## src/sstby_pkg.sv

```systemverilog
/*
  sstby_pkg: constants shared by the software standby controller.
  assumes one 25 MHz clock and an AXI4-Lite register port.
*/
package sstby_pkg;
  // register byte offsets
  localparam logic [7:0] OFF_SYSCTL  = 8'h00;
  localparam logic [7:0] OFF_DIVCTL  = 8'h04;
  localparam logic [7:0] OFF_IRQEN   = 8'h08;
  localparam logic [7:0] OFF_STATUS  = 8'h0c;
  localparam logic [7:0] OFF_REFRESH = 8'h10;
  // system control field positions
  localparam int SYS_SLP_MODE  = 7;
  localparam int SYS_STS_LO    = 4;
  localparam int SYS_NMI_EDGE  = 3;
  localparam int SYS_OUT_EN    = 1;
  // reset values
  localparam logic [7:0] SYSCTL_RST  = 8'h00;
  localparam logic [1:0] DIV_RST     = 2'h0;
  localparam logic [2:0] IRQEN_RST   = 3'h0;
  localparam logic [7:0] REFCS_RST   = 8'h00;
  // refresh control/status bits cleared on entry
  localparam logic [7:0] REFCS_ENTRY_MASK = 8'hc0;
  // settling waits in states
  localparam logic [17:0] WAIT_8192   = 18'h02000;
  localparam logic [17:0] WAIT_16384  = 18'h04000;
  localparam logic [17:0] WAIT_32768  = 18'h08000;
  localparam logic [17:0] WAIT_65536  = 18'h10000;
  localparam logic [17:0] WAIT_131072 = 18'h20000;
  localparam logic [18:0] WAIT_262144 = 19'h40000;
  localparam logic [17:0] WAIT_1024   = 18'h00400;
  localparam logic [2:0]  STS_ILLEGAL = 3'h7;
  localparam logic [1:0]  AXI_OKAY    = 2'h0;
  localparam logic [1:0]  AXI_SLVERR  = 2'h2;
  typedef enum logic [3:0] {
    SS_RUN    = 4'b0001,
    SS_HALTED = 4'b0010,
    SS_SETTLE = 4'b0100,
    SS_RESET  = 4'b1000
  } sstby_state_e;
endpackage

```

## src/sstby_settle.sv

```systemverilog
/*
  sstby_settle: settling counter clocked by a state enable.
  assumes start is a one-cycle pulse; done pulses at the end of the wait.
*/
module sstby_settle (
  input  wire logic        aclk,
  input  wire logic        aresetn,
  input  wire logic        start,
  input  wire logic        abort,
  input  wire logic        state_en,
  input  wire logic [18:0] length,
  output logic             done
);
  logic [18:0] remain;
  logic        busy;

  always_ff @(posedge aclk) begin
    if (!aresetn || abort) begin
      remain <= 19'h00000;
      busy   <= 1'b0;
      done   <= 1'b0;
    end else if (start) begin
      remain <= length;
      busy   <= 1'b1;
      done   <= 1'b0;
    end else if (busy && state_en) begin
      remain <= remain - 19'h00001;
      if (remain == 19'h00001) begin
        busy <= 1'b0;
        done <= 1'b1;
      end else begin
        done <= 1'b0;
      end
    end else begin
      done <= 1'b0;
    end
  end
endmodule

```

## src/sstby_ctrl.sv

```systemverilog
/*
  sstby_ctrl: software standby sequencer with AXI4-Lite registers.
  assumes the cpu raises sleep_exec for one cycle at the sleep instruction,
  pins are synchronous to aclk, irq pins are active low.
*/
// Operation
// sleep with standby select set enters software standby
// standby halts cpu, clock and modules, resets dma and modules
// cpu registers, ram, ports and dram settings are retained
// entry clears refresh counter and refresh status bits 7 and 6
// software clears timer enable before standby select, and reverse
// software clears bus release enable before entering standby
// only nmi, irq0-2, reset pin low or standby pin low wake
// interrupt wake counts settling time then resumes with interrupt handling
// disabled or cpu-masked irq0-2 do not wake
// reset pin low restarts clock at once; reset handling at release
// external logic holds reset low until oscillator stable
// standby pin low goes directly to hardware standby
// settling code picks 8192..262144 or 1024 states; 111 illegal
// crystal use needs a settling wait of at least 7 ms
// external clock allows any legal settling and divider setting
// nmi edge select 0 falling, 1 rising edge
// settling states are divided clock states, doubling per divider step
// standby outputs float when enable 0, else address held, controls high
module sstby_ctrl (
  input  wire logic        aclk,
  input  wire logic        aresetn,
  input  wire logic [7:0]  s_axi_awaddr,
  input  wire logic        s_axi_awvalid,
  output logic             s_axi_awready,
  input  wire logic [31:0] s_axi_wdata,
  input  wire logic [3:0]  s_axi_wstrb,
  input  wire logic        s_axi_wvalid,
  output logic             s_axi_wready,
  output logic [1:0]       s_axi_bresp,
  output logic             s_axi_bvalid,
  input  wire logic        s_axi_bready,
  input  wire logic [7:0]  s_axi_araddr,
  input  wire logic        s_axi_arvalid,
  output logic             s_axi_arready,
  output logic [31:0]      s_axi_rdata,
  output logic [1:0]       s_axi_rresp,
  output logic             s_axi_rvalid,
  input  wire logic        s_axi_rready,
  input  wire logic        sleep_exec,
  input  wire logic        nmi_pin,
  input  wire logic [2:0]  irq_pin_n,
  input  wire logic [2:0]  irq_cpu_mask,
  input  wire logic        reset_pin_n,
  input  wire logic        hw_standby_pin_n,
  input  wire logic        refresh_tick,
  output logic             clock_run,
  output logic             cpu_halt,
  output logic             module_reset,
  output logic             irq_exception,
  output logic             reset_exception,
  output logic             hw_standby_req,
  output logic             bus_out_en,
  output logic             addr_hold,
  output logic             ctrl_force_high,
  output logic [7:0]       refresh_counter
);
  sstby_pkg::sstby_state_e state;
  logic [7:0]  system_control_reg;
  logic [1:0]  divider_control_reg;
  logic [2:0]  irq_enable;
  logic [7:0]  refresh_control_status;
  logic        nmi_prev;
  logic        nmi_edge;
  logic        irq_wake;
  logic        enter;
  logic        settle_start;
  logic        settle_done;
  logic [2:0]  settling_select;
  logic [18:0] wait_len;
  logic [2:0]  div_cnt;
  logic        state_en;
  logic        aw_held;
  logic        w_held;
  logic [7:0]  aw_addr;
  logic [31:0] w_data;
  logic [3:0]  w_strb;
  logic        do_write;

  assign settling_select = system_control_reg[sstby_pkg::SYS_STS_LO +: 3];

  //////////////////////////////////////////////////////////////////////////
  // wake detection
  always_ff @(posedge aclk) begin
    if (!aresetn) begin
      nmi_prev <= 1'b0;
    end else begin
      nmi_prev <= nmi_pin;
    end
  end

  always_comb begin
    if (system_control_reg[sstby_pkg::SYS_NMI_EDGE]) begin
      nmi_edge = nmi_pin && !nmi_prev;
    end else begin
      nmi_edge = !nmi_pin && nmi_prev;
    end
  end

  assign irq_wake = |(~irq_pin_n & irq_enable & ~irq_cpu_mask);
  assign enter = (state == sstby_pkg::SS_RUN) && sleep_exec
               && system_control_reg[sstby_pkg::SYS_SLP_MODE];

  //////////////////////////////////////////////////////////////////////////
  // settling length and divided state enable
  always_comb begin
    case (settling_select)
      3'h0:    wait_len = {1'b0, sstby_pkg::WAIT_8192};
      3'h1:    wait_len = {1'b0, sstby_pkg::WAIT_16384};
      3'h2:    wait_len = {1'b0, sstby_pkg::WAIT_32768};
      3'h3:    wait_len = {1'b0, sstby_pkg::WAIT_65536};
      3'h4:    wait_len = {1'b0, sstby_pkg::WAIT_131072};
      3'h5:    wait_len = sstby_pkg::WAIT_262144;
      3'h6:    wait_len = {1'b0, sstby_pkg::WAIT_1024};
      default: wait_len = sstby_pkg::WAIT_262144;
    endcase
  end

  always_ff @(posedge aclk) begin
    if (!aresetn || settle_start) begin
      div_cnt <= 3'h0;
    end else begin
      div_cnt <= div_cnt + 3'h1;
    end
  end

  always_comb begin
    case (divider_control_reg)
      2'h0:    state_en = 1'b1;
      2'h1:    state_en = div_cnt[0];
      2'h2:    state_en = &div_cnt[1:0];
      default: state_en = &div_cnt;
    endcase
  end

  assign settle_start = (state == sstby_pkg::SS_HALTED) && reset_pin_n && hw_standby_pin_n
                      && (nmi_edge || irq_wake);

  sstby_settle u_settle (
    .aclk     (aclk),
    .aresetn  (aresetn),
    .start    (settle_start),
    .abort    (!reset_pin_n || !hw_standby_pin_n),
    .state_en (state_en),
    .length   (wait_len),
    .done     (settle_done)
  );

  //////////////////////////////////////////////////////////////////////////
  // sequencer
  always_ff @(posedge aclk) begin
    if (!aresetn) begin
      state <= sstby_pkg::SS_RUN;
    end else begin
      case (state)
        sstby_pkg::SS_RUN: begin
          if (enter) begin
            state <= sstby_pkg::SS_HALTED;
          end
        end
        sstby_pkg::SS_HALTED: begin
          if (!hw_standby_pin_n) begin
            state <= sstby_pkg::SS_RUN;
          end else if (!reset_pin_n) begin
            state <= sstby_pkg::SS_RESET;
          end else if (settle_start) begin
            state <= sstby_pkg::SS_SETTLE;
          end
        end
        sstby_pkg::SS_SETTLE: begin
          if (!hw_standby_pin_n) begin
            state <= sstby_pkg::SS_RUN;
          end else if (!reset_pin_n) begin
            state <= sstby_pkg::SS_RESET;
          end else if (settle_done) begin
            state <= sstby_pkg::SS_RUN;
          end
        end
        sstby_pkg::SS_RESET: begin
          if (!hw_standby_pin_n || reset_pin_n) begin
            state <= sstby_pkg::SS_RUN;
          end
        end
        default: state <= sstby_pkg::SS_RUN;
      endcase
    end
  end

  always_ff @(posedge aclk) begin
    if (!aresetn) begin
      irq_exception   <= 1'b0;
      reset_exception <= 1'b0;
      hw_standby_req  <= 1'b0;
    end else begin
      irq_exception   <= (state == sstby_pkg::SS_SETTLE) && settle_done
                       && reset_pin_n && hw_standby_pin_n;
      reset_exception <= (state == sstby_pkg::SS_RESET) && reset_pin_n
                       && hw_standby_pin_n;
      hw_standby_req  <= (state != sstby_pkg::SS_RUN) && !hw_standby_pin_n;
    end
  end

  // clock stays stopped while settling; runs again at once under reset
  assign clock_run    = (state == sstby_pkg::SS_RUN) || (state == sstby_pkg::SS_RESET);
  assign cpu_halt     = (state != sstby_pkg::SS_RUN);
  assign module_reset = (state == sstby_pkg::SS_HALTED) || (state == sstby_pkg::SS_SETTLE);
  assign bus_out_en      = !cpu_halt || system_control_reg[sstby_pkg::SYS_OUT_EN];
  assign addr_hold       = cpu_halt && system_control_reg[sstby_pkg::SYS_OUT_EN];
  assign ctrl_force_high = addr_hold;

  //////////////////////////////////////////////////////////////////////////
  // refresh counter, cleared on entry, held otherwise in standby
  always_ff @(posedge aclk) begin
    if (!aresetn || enter) begin
      refresh_counter <= 8'h00;
    end else if (refresh_tick && !cpu_halt) begin
      refresh_counter <= refresh_counter + 8'h01;
    end
  end

  //////////////////////////////////////////////////////////////////////////
  // axi4-lite slave
  assign s_axi_awready = !aw_held && !s_axi_bvalid;
  assign s_axi_wready  = !w_held && !s_axi_bvalid;
  assign s_axi_arready = !s_axi_rvalid;
  assign do_write      = aw_held && w_held && !s_axi_bvalid;

  always_ff @(posedge aclk) begin
    if (!aresetn) begin
      aw_held <= 1'b0;
      aw_addr <= 8'h00;
    end else if (s_axi_awvalid && s_axi_awready) begin
      aw_held <= 1'b1;
      aw_addr <= s_axi_awaddr;
    end else if (do_write) begin
      aw_held <= 1'b0;
    end
  end

  always_ff @(posedge aclk) begin
    if (!aresetn) begin
      w_held <= 1'b0;
      w_data <= 32'h00000000;
      w_strb <= 4'h0;
    end else if (s_axi_wvalid && s_axi_wready) begin
      w_held <= 1'b1;
      w_data <= s_axi_wdata;
      w_strb <= s_axi_wstrb;
    end else if (do_write) begin
      w_held <= 1'b0;
    end
  end

  always_ff @(posedge aclk) begin
    if (!aresetn) begin
      s_axi_bvalid <= 1'b0;
      s_axi_bresp  <= sstby_pkg::AXI_OKAY;
    end else if (do_write) begin
      s_axi_bvalid <= 1'b1;
      case (aw_addr[7:2])
        sstby_pkg::OFF_SYSCTL[7:2], sstby_pkg::OFF_DIVCTL[7:2],
        sstby_pkg::OFF_IRQEN[7:2], sstby_pkg::OFF_STATUS[7:2],
        sstby_pkg::OFF_REFRESH[7:2]: s_axi_bresp <= sstby_pkg::AXI_OKAY;
        default: s_axi_bresp <= sstby_pkg::AXI_SLVERR;
      endcase
    end else if (s_axi_bready) begin
      s_axi_bvalid <= 1'b0;
    end
  end

  always_ff @(posedge aclk) begin
    if (!aresetn) begin
      system_control_reg  <= sstby_pkg::SYSCTL_RST;
      divider_control_reg <= sstby_pkg::DIV_RST;
      irq_enable          <= sstby_pkg::IRQEN_RST;
    end else if (do_write && w_strb[0]) begin
      case (aw_addr)
        sstby_pkg::OFF_SYSCTL: begin
          system_control_reg <= w_data[7:0] & 8'hfa;
          if (w_data[6:4] == sstby_pkg::STS_ILLEGAL) begin
            system_control_reg[6:4] <= system_control_reg[6:4];
          end
        end
        sstby_pkg::OFF_DIVCTL: divider_control_reg <= w_data[1:0];
        sstby_pkg::OFF_IRQEN:  irq_enable <= w_data[2:0];
        default: ;
      endcase
    end
  end

  always_ff @(posedge aclk) begin
    if (!aresetn) begin
      refresh_control_status <= sstby_pkg::REFCS_RST;
    end else if (enter) begin
      refresh_control_status <= refresh_control_status & ~sstby_pkg::REFCS_ENTRY_MASK;
    end else if (do_write && w_strb[0] && aw_addr == sstby_pkg::OFF_REFRESH) begin
      refresh_control_status <= w_data[7:0];
    end
  end

  always_ff @(posedge aclk) begin
    if (!aresetn) begin
      s_axi_rvalid <= 1'b0;
      s_axi_rdata  <= 32'h00000000;
      s_axi_rresp  <= sstby_pkg::AXI_OKAY;
    end else if (s_axi_arvalid && s_axi_arready) begin
      s_axi_rvalid <= 1'b1;
      s_axi_rresp  <= sstby_pkg::AXI_OKAY;
      case (s_axi_araddr)
        sstby_pkg::OFF_SYSCTL:  s_axi_rdata <= {24'h000000, system_control_reg};
        sstby_pkg::OFF_DIVCTL:  s_axi_rdata <= {30'h00000000, divider_control_reg};
        sstby_pkg::OFF_IRQEN:   s_axi_rdata <= {29'h00000000, irq_enable};
        sstby_pkg::OFF_STATUS:  s_axi_rdata <= {16'h0000, refresh_counter, 4'h0, state};
        sstby_pkg::OFF_REFRESH: s_axi_rdata <= {24'h000000, refresh_control_status};
        default: begin
          s_axi_rdata <= 32'h00000000;
          s_axi_rresp <= sstby_pkg::AXI_SLVERR;
        end
      endcase
    end else if (s_axi_rready) begin
      s_axi_rvalid <= 1'b0;
    end
  end
endmodule

```

## config.mk

```make
export PLATFORM = sky130hd
export DESIGN_NAME = sstby_ctrl
export DESIGN_NICKNAME = d
export VERILOG_FILES = /design/src/sstby_pkg.sv /design/src/sstby_settle.sv /design/src/sstby_ctrl.sv
export SDC_FILE = /design/constraint.sdc
export NUM_CORES = 1
export LEC_CHECK = 0
export ABC_CLOCK_PERIOD_IN_PS = 1900
export BUFFER_PORTS_ARGS = -buffer_cell sky130_fd_sc_hd__buf_2
export CORE_MARGIN = 5
export CORE_UTILIZATION = 40
export CTS_CLUSTER_SIZE = 16
export DETAILED_ROUTE_END_ITERATION = 10
export HOLD_SLACK_MARGIN = 0.1
export PLACE_DENSITY = 0.66
export SLEW_MARGIN = 10
export SYNTH_ARGS = -nofsm -noshare
export SYNTH_HDL_FRONTEND = slang
export SYNTH_HIERARCHICAL = 1
export SYNTH_SLANG_ARGS = --single-unit
```

## constraint.sdc

```tcl
create_clock -name aclk -period 1.9 [get_ports aclk]
set_input_delay 0.095 -clock aclk [delete_from_list [all_inputs] [get_ports aclk]]
set_output_delay 0.095 -clock aclk [all_outputs]
set_load 0.005 [all_outputs]
```

# Word level (Yosys, flattened, before mapping)
# Cells that the tools add are included.
# Widths: inputs -> output; s select.
[classes]
n_addsub = 3
n_eq_ne = 29
muxes = 28
bitwise = 8
reduce_logical = 69
[op_table]
columns = ["op", "count"]
rows = [
  ["$pmux 19 s6", 1],
  ["$pmux 16 s5", 1],
  ["$mux 19", 2],
  ["$mux 4", 8],
  ["$logic_and 1x1->1", 25],
  ["$eq 8x4->1 const B", 3],
  ["$eq 19x1->1 const B", 1],
  ["$sub 19x1->19 const B", 1],
  ["$eq 8x3->1 const B", 2],
  ["$eq 8x5->1 const B", 2],
  ["$logic_not 8->1", 2],
  ["$pmux 4 s4", 1],
  ["$eq 6x2->1 const B", 2],
  ["$mux 1", 12],
  ["$reduce_and 2->1", 6],
  ["$reduce_bool 2->1", 6],
  ["$logic_not 1->1", 10],
  ["$reduce_or 5->1", 2],
  ["$eq 3x3->1 const B", 3],
  ["$logic_or 1x1->1", 9],
  ["$add 8x1->8 const B", 1],
  ["$and 3x3->3", 2],
  ["$eq 3x2->1 const B", 2],
  ["$eq 6x1->1 const B", 1],
  ["24 further kinds", 32],
]
[word_totals]
regBits = 116
inputBits = 70
output_inout_bits = 58

# Logic depth before layout (Yosys ltp)
[depth]
ltp_word = 10
ltp_mapped = 9

# Modules after synthesis
# The synthesis kept the hierarchy.
[by_module_without_submodules]
columns = ["module", "n_inst", "cells_each", "area_per_inst_um2", "seq_area_each_um2"]
rows = [
  ["sstby_ctrl", 1, 400, 3614.7, 1541.5],
  ["sstby_settle", 1, 151, 1233.7, 420.4],
]

# Least setup slack after synthesis
# No wires, ideal clock.
[synth_path]
kind = "flip-flop to flip-flop"
startpoint = "register div_cnt[0]"
endpoint = "register u_settle.remain[18]"
setup_time_ns = 0.062
arrival_time_ns = 2.049
t_required_ns = 1.838
setup_slack_ns = -0.211
stages_incl_launch_ff = 9
n_path_buf = 0
cell_sequence = "dfxtp_1 ha_1 ha_1 mux2i_1 a21oi_1 nand2_1 or4_1 or4_1 nand3_1"
[synth_between]
elab_chain_cells = 4
word_cells_on_any_way = 5
[synth_rtl]
columns = ["element", "line_no", "source"]
rows = [
  ["start, declared", "sstby_ctrl.sv:76", "logic [2:0] div_cnt;"],
  ["start signal, assigned", "sstby_ctrl.sv:128", "div_cnt <= div_cnt + 3'h1;"],
  ["$reduce_and 3->1 / $reduce_and 2->1 (equally long branches)", "sstby_ctrl.sv:137, sstby_ctrl.sv:136", ""],
  ["$pmux 1 s3 (*)", "sstby_ctrl.sv:133", "case (divider_control_reg)"],
  ["net state_en", "sstby_ctrl.sv:77", "logic state_en;"],
  ["$logic_and 1x1->1 (*)", "sstby_settle.sv:26", "end else if (busy && state_en) begin"],
  ["$reduce_bool 2->1 (no source line) (*)", "--", ""],
  ["end signal, assigned", "sstby_settle.sv:23", "remain <= length;"],
  ["end signal, assigned", "sstby_settle.sv:27", "remain <= remain - 19'h00001;"],
  ["end, declared", "sstby_settle.sv:14", "logic [18:0] remain;"],
]
# Mark *: on every way through the listed nets, which the timed path passes. The rest lies on a longest branch.
# A chain may end at the register's enable or synchronous reset.

# Final worst setup path
[layout_path]
startpoint = "register div_cnt[1]"
endpoint = "register u_settle.remain[15]"
# The elaborated chain is that of the path after synthesis.

==> out/summary.json <==
{
  "status": {
    "failing_checks": "negative setup slack",
    "outcome": "finished with violations"
  },
  "floorplanning": {
    "design.portCount": 128,
    "dieWidth_microns": 120.1,
    "fp.dieArea_sq_um": 14420,
    "start_util_pct": 40.53,
    "die-height_microns": 120.1,
    "floorplan.rows": 40,
    "core-area_sq_um": 11960
  },
  "grt": {
    "grt_pass1_vias": 4390,
    "grtUsageMet3_pct": 3.911,
    "maximum_number_of_pins_on_one_net_before_global_route_repair": 77,
    "gr-total-overflow": 0,
    "gr_layer_usage_met2_pct": 29.86,
    "initial_antenna_violation_count": 0,
    "grt_util_met1_pct": 21.04,
    "grtUsageTotal_pct": 17.26,
    "global_route.peak_usage_layer": "met2",
    "first_pass_grt_wire_length_microns": 20470
  },
  "synth": {
    "synth_top_family_by_area": "simple AND/OR/NAND/NOR gates",
    "postSynthRegisterBits": 98,
    "synthDistinctLibCells": 70,
    "ys_async_sr_fraction_pct": 0,
    "netlist.area_leader.share_pct": 40.46,
    "flip_flop_cell_with_the_highest_count_after_synthesis": "sky130_fd_sc_hd__dfxtp_1",
    "post_synth_inst_count": 551,
    "ys_seq_area_share_pct": 40.46,
    "post_synth_instance_area_sq_um": 4848,
    "yosys.area_share.adder_pct": 1.290,
    "post_synth_main_area_contributors": "sky130_fd_sc_hd__dfxtp_1 40%, sky130_fd_sc_hd__nand2_1 5.3%, sky130_fd_sc_hd__mux2i_1 4.3%",
    "synthSimpleGateAreaFrac_pct": 27.92,
    "synth_compound_area_share_pct": 14.92,
    "synth-xor-area-share_pct": 3.432,
    "count_of_flip_flops_with_a_built_in_enable_after_synthesis": 0,
    "synth.avg_cell_area_sq_um": 8.799,
    "yosysTopAreaCell": "sky130_fd_sc_hd__dfxtp_1",
    "synth_warnings": 6,
    "post_synth_mux_area_share_pct": 5.729
  },
  "setup_path": {
    "type_of_origin_of_the_critical_path": "register",
    "critical_path_peak_fanout": 4,
    "arrival_ns": 2.29,
    "timing_worst_setup_path_type": "reg -> reg",
    "timing.critical_path.to_type": "register",
    "worstPathRequired_ns": 2.19
  },
  "layout": {
    "area_delta_synth_final_pct": 31.02,
    "layoutNonFillerInstCount": 843,
    "finalNetCount": 767,
    "register_area_sq_um": 1967,
    "reg_top3": "u_settle/remain: 19 flops, s_axi_rdata: 16 flops",
    "insertedDiodeCount": 0,
    "post_route_cells_drive_above_1_share_pct": 27.73,
    "final_cell_area_sq_um": 6352,
    "largest_register_ffs": 19,
    "final.fill_count": 1095,
    "most_common_cell_after_layout_fill_and_taps_aside": "sky130_fd_sc_hd__dfxtp_1",
    "largest-register": "u_settle/remain",
    "multi_input_area_sq_um": 2880,
    "final_cell_mix": "94 x sky130_fd_sc_hd__dfxtp_1, 82 x sky130_fd_sc_hd__buf_2, 67 x sky130_fd_sc_hd__nand2_1, 36 x sky130_fd_sc_hd__buf_4, 30 x sky130_fd_sc_hd__conb_1"
  },
  "placement": {
    "placed_cell_area_sq_um": 5605,
    "gp_routability_congestion": 0.8469,
    "placedCellCount": 800,
    "detailed_place_hpwl_microns": 8785,
    "place.port_buffers": 82
  },
  "power": {
    "comb_power_share_pct": 7.7,
    "share_seq_of_total_power_pct": 48.5,
    "switchingPower_mw": 1.010,
    "power.internal_mw": 3.414,
    "p_per_area_nw_per_um2": 696.5,
    "power.ir.vdd_worst_mv": 0.5223,
    "power.static_leakage_nw": 2.650,
    "clock_power_share_pct": 43.8,
    "switching_share_pct": 22.83
  },
  "sta": {
    "worst_slack_ns": -0.09931,
    "peak_clock_frequency_supported_by_timing_mhz": 500.2,
    "period_share_pct": 105.2,
    "report.final.hold_viol_count": 0,
    "tightestPinTransition_ns": 0.6693,
    "timing.final.setup_violations": 6,
    "fin_setup_tns_ns": -0.3392,
    "grt_setup_unrepaired": "yes",
    "final.setup_skew_ns": 0.008439,
    "worst_slew_margin_rel_pct": 55.29,
    "slew_violations": 0,
    "layout_min_cycle_time_ns": 1.999
  },
  "detailed_routing": {
    "number_of_violations_reported_at_the_end_of_detailed_routing_iteration_0": 190,
    "post_drt_antenna_nets": 0,
    "drt_drc_violations_left": 0,
    "routed_wire_length_per_instance_microns": 14.69,
    "drt_pass1_iterations": 4,
    "wl_microns": 12390,
    "num_vias": 4358,
    "vias_per_cell": 5.170
  },
  "clock_tree": {
    "clock-sinks": 98,
    "htree_levels": 3,
    "cts_buffer_depth": 2,
    "cts_buffer_count": 9,
    "clkTransAtPathRegs_ns": 0.07,
    "clock_latency_ns": 0.35,
    "tritoncts": "yes",
    "clock-root-buffer": "sky130_fd_sc_hd__clkbuf_16"
  },
  "run": {
    "timing.max_cap.violations": 0
  },
  "min_path": {
    "hold_class": "in -> reg"
  }
}
==> power by group through the flow <==
stage          clock network [mW]  registers, mW  logic (mW)
5_1_grt                      2.07           2.15       0.385
2_1_floorplan                   0           2.18       0.204
3_5_place_dp                    0           2.19       0.297
3_3_place_gp                    0           2.19       0.286
4_1_cts                      1.99           2.15       0.340
6_report                     1.94           2.15       0.340
==> final timing paths <==
check,from,endpoint,slack (ns),depth (start not counted)
worst min-delay path,reset_pin_n,state[3]$_SDFFE_PN0P_,0.12,2
worst min register to register,refresh_control_status[1]$_SDFFE_PN0P_,refresh_control_status[1]$_SDFFE_PN0P_,0.46,2
worst max register to register,div_cnt[1]$_SDFF_PP0_,u_settle/remain[15]$_SDFFE_PP0P_,-0.1,9
worst max-delay path,div_cnt[1]$_SDFF_PP0_,u_settle/remain[15]$_SDFFE_PP0P_,-0.1,9
==> metal layers <==
metal	share of wire (%)	up-vias
met5	0	-
met1	45	2066
met3	3.7	15
li1	-	2196
met4	1.5	0
met2	50	81
==> repair_timing <==
action	in CTS	in global routing
pin swaps	4	7
hold buffers	24	0
setup endpoints to repair	12	19
resized for setup	14	19
endpoints found under the hold margin	23	0
buffers inserted	3	2
==> cells in the mapped netlist (3+ instances only) <==
| library cell | count |
|---|---|
| sky130_fd_sc_hd__a21oi_1 | 21 |
| sky130_fd_sc_hd__a31oi_1 | 3 |
| sky130_fd_sc_hd__and3b_1 | 4 |
| sky130_fd_sc_hd__a211oi_1 | 3 |
| sky130_fd_sc_hd__nor3_1 | 16 |
| sky130_fd_sc_hd__or3_1 | 9 |
| sky130_fd_sc_hd__nand3b_1 | 4 |
| sky130_fd_sc_hd__buf_1 | 3 |
| sky130_fd_sc_hd__nand4_1 | 5 |
| sky130_fd_sc_hd__mux2_2 | 6 |
| sky130_fd_sc_hd__ha_1 | 5 |
| sky130_fd_sc_hd__nor3b_1 | 12 |
| sky130_fd_sc_hd__xnor2_1 | 16 |
| sky130_fd_sc_hd__dfxtp_1 | 98 |
| sky130_fd_sc_hd__o22ai_1 | 4 |
| sky130_fd_sc_hd__xor2_1 | 3 |
| sky130_fd_sc_hd__o21ai_0 | 23 |
| sky130_fd_sc_hd__and2_1 | 5 |
| sky130_fd_sc_hd__nand2b_1 | 6 |
| sky130_fd_sc_hd__clkbuf_1 | 20 |
| sky130_fd_sc_hd__inv_1 | 10 |
| sky130_fd_sc_hd__buf_4 | 19 |
| sky130_fd_sc_hd__nor4_1 | 7 |
| sky130_fd_sc_hd__nand2_1 | 69 |
| sky130_fd_sc_hd__mux2i_1 | 21 |
| sky130_fd_sc_hd__nor2b_1 | 29 |
| sky130_fd_sc_hd__nand3_1 | 14 |
| sky130_fd_sc_hd__o221a_2 | 3 |
| sky130_fd_sc_hd__a22oi_1 | 10 |
| sky130_fd_sc_hd__a32oi_1 | 4 |
| sky130_fd_sc_hd__a21boi_0 | 19 |
| sky130_fd_sc_hd__nor2_1 | 26 |
| sky130_fd_sc_hd__or4_1 | 8 |
==> cell type report <==
class                      count  area share, %
clock buffer                  11          3.664
clock inverter                 4          1.221
inverter                      12         0.7485
multi-input combinational    426          45.34
sequential                    98          30.96
tap                          147          2.895
timing repair buffer         145          15.17
==> cell families after synthesis <==
group                    after synthesis
adder cells (fa/ha/maj)                5
multiplexers                          27
other                                  1
AO/OA/AOI/OAI                        108
AND/OR/NAND/NOR                      237
flip-flops                            98
XOR/XNOR                              19
buffers and inverters                 56
==> metrics by stage <==
step / hold WS, ns / total power [mW] / utilization [%] / setup slack, ns
4_1_cts: 0.1061 / 4.471 / 52.33 / -0.1012
2_1_floorplan: 0.1711 / 2.384 / - / -0.03121
5_1_grt: 0.1272 / 4.603 / 53.11 / -0.2065
6_report: 0.1200 / 4.424 / 53.11 / -0.09931
3_3_place_gp: 0.3253 / 2.475 / 46.86 / -0.05397
3_5_place_dp: 0.3281 / 2.490 / 46.86 / -0.1141
==> critical path, cell delays in order, from the launching register on <==
cell	delay, ns
sky130_fd_sc_hd__dfxtp_2	0.34
sky130_fd_sc_hd__ha_4	0.14
sky130_fd_sc_hd__ha_4	0.11
sky130_fd_sc_hd__mux2i_1	0.07
sky130_fd_sc_hd__a21oi_2	0.19
sky130_fd_sc_hd__buf_4	0.15
sky130_fd_sc_hd__nand3b_1	0.15
sky130_fd_sc_hd__or2_4	0.29
sky130_fd_sc_hd__or4_4	0.41
sky130_fd_sc_hd__nand3_1	0.09
(Power assumes the default switching activity.)
